File: src/common/eea_pkg.sv
// eea_pkg: register map, control bit positions and cycle timing for the emulated eeprom controller.
// assumes a 125 MHz system clock and a 32-bit Avalon-MM register bus.
package eea_pkg;
	// register byte offsets
	localparam logic [5:0] ADDR_OFS   = 6'h00;
	localparam logic [5:0] DATA0_OFS  = 6'h04;
	localparam logic [5:0] CTRL_OFS   = 6'h24;
	localparam logic [5:0] POWER_OFS  = 6'h28;
	localparam logic [5:0] STATUS_OFS = 6'h2C;
	localparam logic [5:0] MASK_OFS   = 6'h30;
	localparam int         DATA_REGS  = 8;

	// control register bit positions
	localparam int RD_TRIG_BIT  = 0;
	localparam int RD_EN_BIT    = 1;
	localparam int WR_TRIG_BIT  = 2;
	localparam int WR_EN_BIT    = 3;
	localparam int ER_TRIG_BIT  = 4;
	localparam int ER_EN_BIT    = 5;
	localparam int TSEL_LSB     = 6;

	// status bit positions
	localparam int ST_RD_DONE   = 0;
	localparam int ST_WR_DONE   = 1;
	localparam int ST_ER_DONE   = 2;
	localparam int ST_FAIL      = 3;
	localparam int ST_W         = 4;

	// reset values
	localparam logic [7:0]      CTRL_RST = 8'h00;
	localparam logic [4:0]      ADDR_RST = 5'h00;
	localparam logic [ST_W-1:0] MASK_RST = 4'h0;

	// timing
	localparam int CLK_MHZ      = 125;
	localparam int BASE_TIME_US = 2000;
	localparam int BASE_CYCLES  = BASE_TIME_US * CLK_MHZ;
	localparam int RD_TIME_NS   = 80;
	localparam int RD_CYCLES    = (RD_TIME_NS * CLK_MHZ + 999) / 1000;

	localparam int WORDS         = 32;
	localparam int UNIT_WORDS    = 4;
	localparam int PAGE_WORDS    = 16;

	typedef enum logic [1:0] {EEA_IDLE, EEA_READ, EEA_WRITE, EEA_ERASE} eea_state_t;

	// Avalon-MM request carried as one bundle
	typedef struct packed {
		logic [5:0]  address;
		logic        read;
		logic        write;
		logic [3:0]  byteenable;
		logic [31:0] writedata;
	} eea_avm_req_t;
endpackage

File: src/hw/eea_ctrl.sv
// eea_ctrl: emulated eeprom access controller with its storage array, Avalon-MM register slave,
// cpu stall output and interrupt. assumes the cpu core halts while cpu_stall is high and
// reports low-power entry on low_power_req.
// Operation
// write stores four 16-bit data words into unit chosen by address bits 4..2.
// write starts only if trigger is set the access after setting enable.
// cpu is halted from write activation until the write cycle ends.
// hardware clears write trigger when the write cycle completes.
// read needs address, then read enable, then trigger; cpu stalled during read.
// read end clears read trigger and loads word into first data pair.
// read data stays in first data pair until next operation.
// entering low-power before an operation finishes makes it fail.
// software clears global interrupt enable around write or erase activation.
// erase or write trigger must directly follow its matching enable; code accepts a freshly set write or erase enable for either trigger.
// control bits 7..6 select 2, 4, 8 or 16 ms cycle time.
// every read needs its own address load and trigger; no auto increment.
// software should keep write enable cleared when not writing.
// software polls trigger bit until zero, then may clear control register.
// triggers ignored without enable; write and erase enables self-clear on finish.
// erase zeroes a 16-word page selected by address bit 4.
// software never sets two enable or trigger bits in one access.
// stall to cpu covers the whole cycle, released as the trigger clears.
module eea_ctrl
	import eea_pkg::*;
#(
	parameter int BASE_CYC = eea_pkg::BASE_CYCLES
) (
	// clock and reset
	input  wire logic                   clk,
	input  wire logic                   rst,
	// register bus
	input  wire eea_pkg::eea_avm_req_t  avm_req,
	output logic [31:0]                 avm_readdata,
	output logic                        avm_waitrequest,
	// cpu side
	input  wire logic                   low_power_req,
	output logic                        cpu_stall,
	output logic                        irq
);
	import eea_pkg::*;

	logic [15:0]       mem [WORDS];
	logic [4:0]        ee_address_reg;
	logic [7:0]        data_byte [DATA_REGS];
	logic [7:0]        ee_control_reg;
	logic [ST_W-1:0]   status;
	logic [ST_W-1:0]   mask;
	logic [ST_W-1:0]   events;
	eea_state_t        state;
	logic [31:0]       timer;
	logic              last_was_enable;
	logic              rd_pending;
	logic [1:0]        rd_wait;
	logic [31:0]       cycle_len;

	wire acc      = avm_req.read | avm_req.write;
	wire wr_ok    = avm_req.write & avm_req.byteenable[0];
	wire busy     = state != EEA_IDLE;
	wire [7:0] wb = avm_req.writedata[7:0];
	wire wr_ctrl  = wr_ok && avm_req.address == CTRL_OFS;
	wire wr_any   = avm_req.write && !avm_waitrequest;

	// one-hot write into a data byte register
	function automatic logic is_data(input logic [5:0] a, input int i);
		return a == DATA0_OFS + 6'(4 * i);
	endfunction

	// cpu halt
	// stall span
	assign cpu_stall = busy;
	// reads wait two cycles before they are accepted; writes are accepted at once unless a cycle is running
	assign avm_waitrequest = busy ? acc : (avm_req.read & ~rd_wait[1]);
	assign irq = |(status & mask);

	// time select
	always_comb begin
		cycle_len = BASE_CYC << ee_control_reg[TSEL_LSB +: 2];
	end

	always_ff @(posedge clk) begin
		if (rst)
			rd_wait <= 2'b00;
		else if (avm_req.read && !busy && !rd_wait[1])
			rd_wait <= {rd_wait[0], 1'b1};
		else
			rd_wait <= 2'b00;
	end

	logic              wr_addr_sel;
	logic              wr_mask_sel;
	logic              wr_stat_sel;
	logic              fresh_enable;
	logic              start_rd;
	logic              start_wr;
	logic              start_er;
	logic [7:0]        next_ctrl;

	wire ctrl_take = wr_any && wr_ctrl && !busy;
	wire abort     = busy && low_power_req;
	wire done      = busy && timer == 32'h0000_0001 && !low_power_req;
	wire stop      = abort || done;

	// a trigger bit that goes from zero to one in this control write
	function automatic logic rises(input logic [7:0] nv, input logic [7:0] ov, input int b);
		return nv[b] && !ov[b];
	endfunction

	// an enable bit that was already set and is kept set by the trigger write
	function automatic logic kept(input logic [7:0] nv, input logic [7:0] ov, input int b);
		return nv[b] && ov[b];
	endfunction

	// register readback; unmapped offsets read as zero
	function automatic logic [31:0] read_value(input logic [5:0] a);
		logic [31:0] v;
		v = 32'h0000_0000;
		case (a)
			ADDR_OFS:   v[4:0] = ee_address_reg;
			CTRL_OFS:   v[7:0] = ee_control_reg;
			STATUS_OFS: v[ST_W-1:0] = status;
			MASK_OFS:   v[ST_W-1:0] = mask;
			default: begin
				for (int i = 0; i < DATA_REGS; i++)
					if (is_data(a, i))
						v[7:0] = data_byte[i];
			end
		endcase
		return v;
	endfunction

	always_ff @(posedge clk) begin
		if (rst)
			avm_readdata <= 32'h0000_0000;
		else if (avm_req.read)
			avm_readdata <= read_value(avm_req.address);
	end

	// bus write strobes, one per plain register that a write can reach
	always_comb begin
		wr_addr_sel = 1'b0;
		wr_mask_sel = 1'b0;
		wr_stat_sel = 1'b0;
		if (wr_any && wr_ok) begin
			case (avm_req.address)
				ADDR_OFS:   wr_addr_sel = 1'b1;
				MASK_OFS:   wr_mask_sel = 1'b1;
				STATUS_OFS: wr_stat_sel = 1'b1;
				default:    wr_addr_sel = 1'b0;
			endcase
		end
	end

	always_ff @(posedge clk) begin
		if (rst)
			ee_address_reg <= ADDR_RST;
		else if (wr_addr_sel)
			ee_address_reg <= wb[4:0];
	end

	always_ff @(posedge clk) begin
		if (rst)
			mask <= MASK_RST;
		else if (wr_mask_sel)
			mask <= wb[ST_W-1:0];
	end

	// consecutive enable then trigger
	// trigger follows enable
	// only accepted writes count, so any other write between the two steps breaks the pair
	always_comb begin
		fresh_enable = 1'b0;
		if (wr_ctrl) begin
			fresh_enable = fresh_enable | (wb[WR_EN_BIT] & ~ee_control_reg[WR_EN_BIT]);
			fresh_enable = fresh_enable | (wb[ER_EN_BIT] & ~ee_control_reg[ER_EN_BIT]);
		end
	end

	always_ff @(posedge clk) begin
		if (rst)
			last_was_enable <= 1'b0;
		else if (wr_any)
			last_was_enable <= fresh_enable;
	end

	// read start
	// trigger needs enable
	// only the lowest rising trigger is looked at; two at once is a software error
	always_comb begin
		start_rd = 1'b0;
		start_wr = 1'b0;
		start_er = 1'b0;
		if (ctrl_take) begin
			if (rises(wb, ee_control_reg, RD_TRIG_BIT))
				start_rd = kept(wb, ee_control_reg, RD_EN_BIT);
			else if (rises(wb, ee_control_reg, WR_TRIG_BIT))
				start_wr = kept(wb, ee_control_reg, WR_EN_BIT) && last_was_enable;
			else if (rises(wb, ee_control_reg, ER_TRIG_BIT))
				start_er = kept(wb, ee_control_reg, ER_EN_BIT) && last_was_enable;
		end
	end

	// write trigger clear
	// enable self-clear
	always_comb begin
		next_ctrl = ee_control_reg;
		if (stop) begin
			case (state)
				EEA_WRITE: begin
					next_ctrl[WR_TRIG_BIT] = 1'b0;
					next_ctrl[WR_EN_BIT]   = 1'b0;
				end
				EEA_ERASE: begin
					next_ctrl[ER_TRIG_BIT] = 1'b0;
					next_ctrl[ER_EN_BIT]   = 1'b0;
				end
				default: next_ctrl[RD_TRIG_BIT] = 1'b0;
			endcase
		end else if (ctrl_take) begin
			next_ctrl = wb;
			// a refused trigger reads back as zero, so polling software never waits on it
			if (rises(wb, ee_control_reg, RD_TRIG_BIT))
				next_ctrl[RD_TRIG_BIT] = start_rd;
			else if (rises(wb, ee_control_reg, WR_TRIG_BIT))
				next_ctrl[WR_TRIG_BIT] = start_wr;
			else if (rises(wb, ee_control_reg, ER_TRIG_BIT))
				next_ctrl[ER_TRIG_BIT] = start_er;
		end
	end

	always_ff @(posedge clk) begin
		if (rst)
			ee_control_reg <= CTRL_RST;
		else
			ee_control_reg <= next_ctrl;
	end

	// low-power abort
	// a cycle cut by low-power entry ends at once; its target is left as it was
	always_ff @(posedge clk) begin
		if (rst)
			state <= EEA_IDLE;
		else begin
			case (state)
				EEA_IDLE: begin
					if (start_rd)
						state <= EEA_READ;
					else if (start_wr)
						state <= EEA_WRITE;
					else if (start_er)
						state <= EEA_ERASE;
				end
				default: begin
					if (stop)
						state <= EEA_IDLE;
				end
			endcase
		end
	end

	always_ff @(posedge clk) begin
		if (rst)
			timer <= 32'h0000_0000;
		else begin
			case (state)
				EEA_IDLE: begin
					if (start_rd)
						timer <= 32'(RD_CYCLES);
					else if (start_wr || start_er)
						timer <= cycle_len;
				end
				default: timer <= timer - 32'h0000_0001;
			endcase
		end
	end

	// unit write
	// page erase
	// the array is only touched on a clean finish, so an aborted cycle leaves old contents
	for (genvar w = 0; w < WORDS; w++) begin : g_word
		localparam logic [2:0] UNIT = 3'(w / UNIT_WORDS);
		localparam logic       PAGE = 1'(w / PAGE_WORDS);
		localparam int         LANE = w % UNIT_WORDS;
		always_ff @(posedge clk) begin
			if (done && state == EEA_WRITE && ee_address_reg[4:2] == UNIT)
				mem[w] <= {data_byte[2*LANE+1], data_byte[2*LANE]};
			else if (done && state == EEA_ERASE && ee_address_reg[4] == PAGE)
				mem[w] <= 16'h0000;
		end
	end

	// read result
	// data held
	for (genvar g = 0; g < DATA_REGS; g++) begin : g_data
		always_ff @(posedge clk) begin
			if (rst)
				data_byte[g] <= 8'h00;
			else if (done && state == EEA_READ && g < 2)
				data_byte[g] <= mem[ee_address_reg][8*(g%2) +: 8];
			else if (wr_any && wr_ok && is_data(avm_req.address, g))
				data_byte[g] <= wb;
		end
	end

	always_comb begin
		events = '0;
		events[ST_FAIL] = abort;
		if (done) begin
			case (state)
				EEA_READ:  events[ST_RD_DONE] = 1'b1;
				EEA_WRITE: events[ST_WR_DONE] = 1'b1;
				EEA_ERASE: events[ST_ER_DONE] = 1'b1;
				default:   events[ST_FAIL] = abort;
			endcase
		end
	end

	// set beats write-one-to-clear, so an event in the clearing cycle is never lost
	always_ff @(posedge clk) begin
		if (rst)
			status <= '0;
		else if (wr_stat_sel)
			status <= (status & ~wb[ST_W-1:0]) | events;
		else
			status <= status | events;
	end
endmodule

File: config.mk
export PLATFORM = sky130hd
export DESIGN_NAME = eea_ctrl
export DESIGN_NICKNAME = d
export VERILOG_FILES = /design/src/common/eea_pkg.sv /design/src/hw/eea_ctrl.sv
export SDC_FILE = /design/constraint.sdc
export NUM_CORES = 1
export LEC_CHECK = 0
export BUFFER_PORTS_ARGS = -buffer_cell sky130_fd_sc_hd__buf_4
export CORE_MARGIN = 2
export CORE_UTILIZATION = 55
export DETAILED_ROUTE_END_ITERATION = 6
export GPL_TIMING_DRIVEN = 0
export PLACE_DENSITY = 0.69
export SYNTH_ARGS = -nofsm -noshare
export SYNTH_HDL_FRONTEND = slang
export SYNTH_SLANG_ARGS = --single-unit
File: constraint.sdc
create_clock -name clk -period 31.2 [get_ports clk]
set_clock_uncertainty 0.1 [all_clocks]
set_input_delay 7.8 -clock clk [delete_from_list [all_inputs] [get_ports clk]]
set_output_delay 7.8 -clock clk [all_outputs]
set_load 0.05 [all_outputs]
==> results.py <==
metrics = {
    "status": {
        "status": "finished, final reports clean",
    },
    "routing": {
        "routed_via_density": 6.64,
        "routedWlPerCell_um": 32.2,
        "dr_total_vias": 21200,
        "drtIter0Drc": 2586,
        "first_pass_iters": 6,
        "drc": 0,
        "drt_wl_total_um": 103000,
        "antenna_left": 0,
    },
    "cells_and_area": {
        "fin_util_pct": 62.7,
        "fin_nets": 2480,
        "regMostFlops": "mem",
        "multi_input_area_um2": 11000,
        "fillers": 4130,
        "top_regs": "mem x512, data_byte x64, timer x32",
        "seq_area_um2": 18600,
        "area_delta_synth_final_pct": 13.4,
        "largest_reg_flops": 512,
        "drive_above_1_share_pct": 15.1,
    },
    "setup_path": {
        "cp.required_ns": 23.30,
        "crit_path_start_kind": "primary input",
        "crit_arrival_ns": 8.69,
        "endpoint_kind": "primary output",
        "worstSetupPathType": "primary input to primary output",
        "cp_max_fo": 10,
    },
    "global_route": {
        "grtUsageMet1_pct": 47.0,
        "grt_max_degree": 22,
        "grt_usage_pct": 36.3,
        "grt_pass1_wl_um": 144000,
        "use_met2_pct": 55.8,
        "overflow": 0,
        "antenna_found_initial": 7,
        "grt_busiest_layer": "met2",
        "met3_usage_pct": 8.09,
        "grt_pass1_vias": 20400,
    },
    "floorplan": {
        "rows": 86,
        "core_um2": 54800,
        "die_w_um": 239,
        "die_height_um": 239,
        "io_pins": 82,
        "die-area_um2": 57000,
        "start_util_pct": 55.3,
    },
    "clock_network": {
        "clk_path_buf_depth": 3,
        "post_cts_buffers": 0,
        "clock_latency_ns": 0.62,
        "clock_sinks": 647,
        "cts_buffers": 69,
        "cts_resized": 0,
        "h-tree-depth": 3,
        "clk_pin_slew_ns": 0.06,
        "cts_tree": "built",
        "cts_hold_buf": 0,
        "ctsRootBufferMaster": "clkbuf_16",
    },
    "pwr": {
        "leakage_nw": 11.8,
        "power_density_nw_per_um2": 53.1,
        "ir_drop_v": 0.0000380,
    },
    "yosys": {
        "seq_area_frac_synth_pct": 61.3,
        "ys_ff_latch": 647,
        "synthArstFlopShare_pct": 0,
        "yosysWarningCount": 0,
        "yosys_most_used_dff": "edfxtp_1",
        "syn_area_um2": 30300,
        "syn_inst": 2253,
        "synth_area_per_cell_um2": 13.4,
        "synth_edf_count": 560,
        "yosys.cell_types.count": 72,
    },
    "sta": {
        "fmax_mhz": 60.3,
        "setup_viol": 0,
        "finalHoldViolCount": 0,
        "setup_tns_ns": 0,
        "period_share_pct": 53.2,
        "period_needed_ns": 16.59,
        "rsz0062_at_grt": "no",
        "worst_slew_pin_slew_ns": 1.49,
        "relSlewSlack_pct": 0.999,
        "drv_slew": 0,
    },
    "job": {
        "maxCapViolCount": 0,
    },
    "placement": {
        "io_buffers": 24,
        "hpwl_um": 69900,
        "gp_congestion": 0.965,
    },
    "worst_hold_path": {
        "hold_class": "flip-flop to flip-flop",
    },
}
## where the power goes
| part | internal [mW] | switching [mW] |
|---|---|---|
| clock | 0.477 | 0.346 |
| sequential | 0.936 | 0.0139 |
| combinational | 0.0175 | 0.0339 |
## cell usage after synthesis, types with 11 or more instances
| cell | number | share of area (%) |
|---|---|---|
| edfxtp_1 | 560 | 56 |
| nor2b_1 | 489 | 10 |
| clkbuf_1 | 113 | 1.4 |
| mux2i_1 | 103 | 3.4 |
| mux4_2 | 102 | 7.6 |
| dfxtp_1 | 87 | 5.7 |
| nand2_1 | 82 | 1.0 |
| nor2_1 | 79 | 0.98 |
| a21oi_1 | 61 | 1.0 |
| nor4_1 | 39 | 0.81 |
| and2_1 | 36 | 0.74 |
| nor3_1 | 34 | 0.56 |
| o22ai_1 | 32 | 0.66 |
| buf_2 | 28 | 0.46 |
| o21ai_0 | 28 | 0.46 |
| a22o_1 | 26 | 0.75 |
| mux2_2 | 26 | 0.97 |
| buf_1 | 25 | 0.31 |
| buf_4 | 24 | 0.59 |
| nand3_1 | 19 | 0.31 |
| inv_1 | 18 | 0.22 |
| o221ai_1 | 15 | 0.43 |
| a311oi_1 | 13 | 0.38 |
| a31oi_1 | 13 | 0.27 |
| nand4b_1 | 13 | 0.38 |
| o211ai_1 | 13 | 0.32 |
| a211oi_1 | 12 | 0.30 |
| nand2b_1 | 11 | 0.23 |
## through the flow
stage | worst slack (ns) | area (um2) | instances | hold WS (ns) | power, mW
after CTS | 14.64 | 34300 | 3184 | 0.332 | 1.82
after detailed placement | 14.65 | 32100 | 3058 | 0.318 | 1.02
after global routing | 14.57 | 34300 | 3185 | 0.360 | 1.86
after global placement | 11.50 | 31400 | 3004 | 0.311 | 1.02
after floorplan | 14.40 | 30400 | 2276 | 0.306 | 0.992
final | 14.61 | 34400 | 3195 | 0.328 | 1.82
## final timing paths
| kind | to | depth (start not counted) | slack (ns) | from |
|---|---|---|---|---|
| worst max-delay path | avm_waitrequest | 5 | 14.61 | avm_req[37] |
| worst min-delay path | rd_wait[1] | 1 | 0.33 | rd_wait[0] |
| worst max register to register | mem[14][5] | 11 | 25.79 | timer[4] |
| worst min register to register | rd_wait[1] | 1 | 0.33 | rd_wait[0] |
## layout make-up
type	instances	share of cell area [%]
multi-input combinational	1417	31.9
clock inverter	30	0.812
timing repair buffer	79	2.19
buffer	191	2.46
sequential	647	54.0
clock buffer	96	5.74
tap	704	2.56
inverter	21	0.229
antenna	10	0.0728
## worst max-delay path: stages
cell      delay [ns]
buf_4           0.08
clkbuf_1        0.35
a21oi_1         0.08
a21oi_1         0.15
buf_4           0.22
## placed cells by master (no fill, tap or decap), types with 38 or more instances in the layout
master / synthesis / final
edfxtp_1: 560 / 560
nor2b_1: 489 / 489
clkbuf_1: 113 / 130
mux2i_1: 103 / 103
mux4_2: 102 / 102
dfxtp_1: 87 / 87
nand2_1: 82 / 82
nor2_1: 79 / 79
buf_4: 24 / 74
clkbuf_16: 0 / 73
a21oi_1: 61 / 60
nor4_1: 39 / 38
## kinds of logic (layout without fill, tap and decap cells)
family | Yosys count | count (layout) | synth area share [%]
AOI/OAI and AO/OA | 290 | 290 | 6.76
xor gates and xnor gates | 2 | 2 | 0.0578
adders and majority gates | 7 | 7 | 0.289
buffers and inverters | 212 | 417 | 3.04
DFF | 647 | 647 | 61.3
muxes | 231 | 231 | 12.0
other | 1 | 34 | 0.0124
and+or+nand+nor | 863 | 863 | 16.6
## layer usage
layer | share of wire [%] | up-vias
met5 | 0.013 | -
met4 | 6.7 | 2
met3 | 11 | 276
met2 | 46 | 1443
met1 | 36 | 10700
li1 | - | 8812
(Power assumes the default switching activity.)
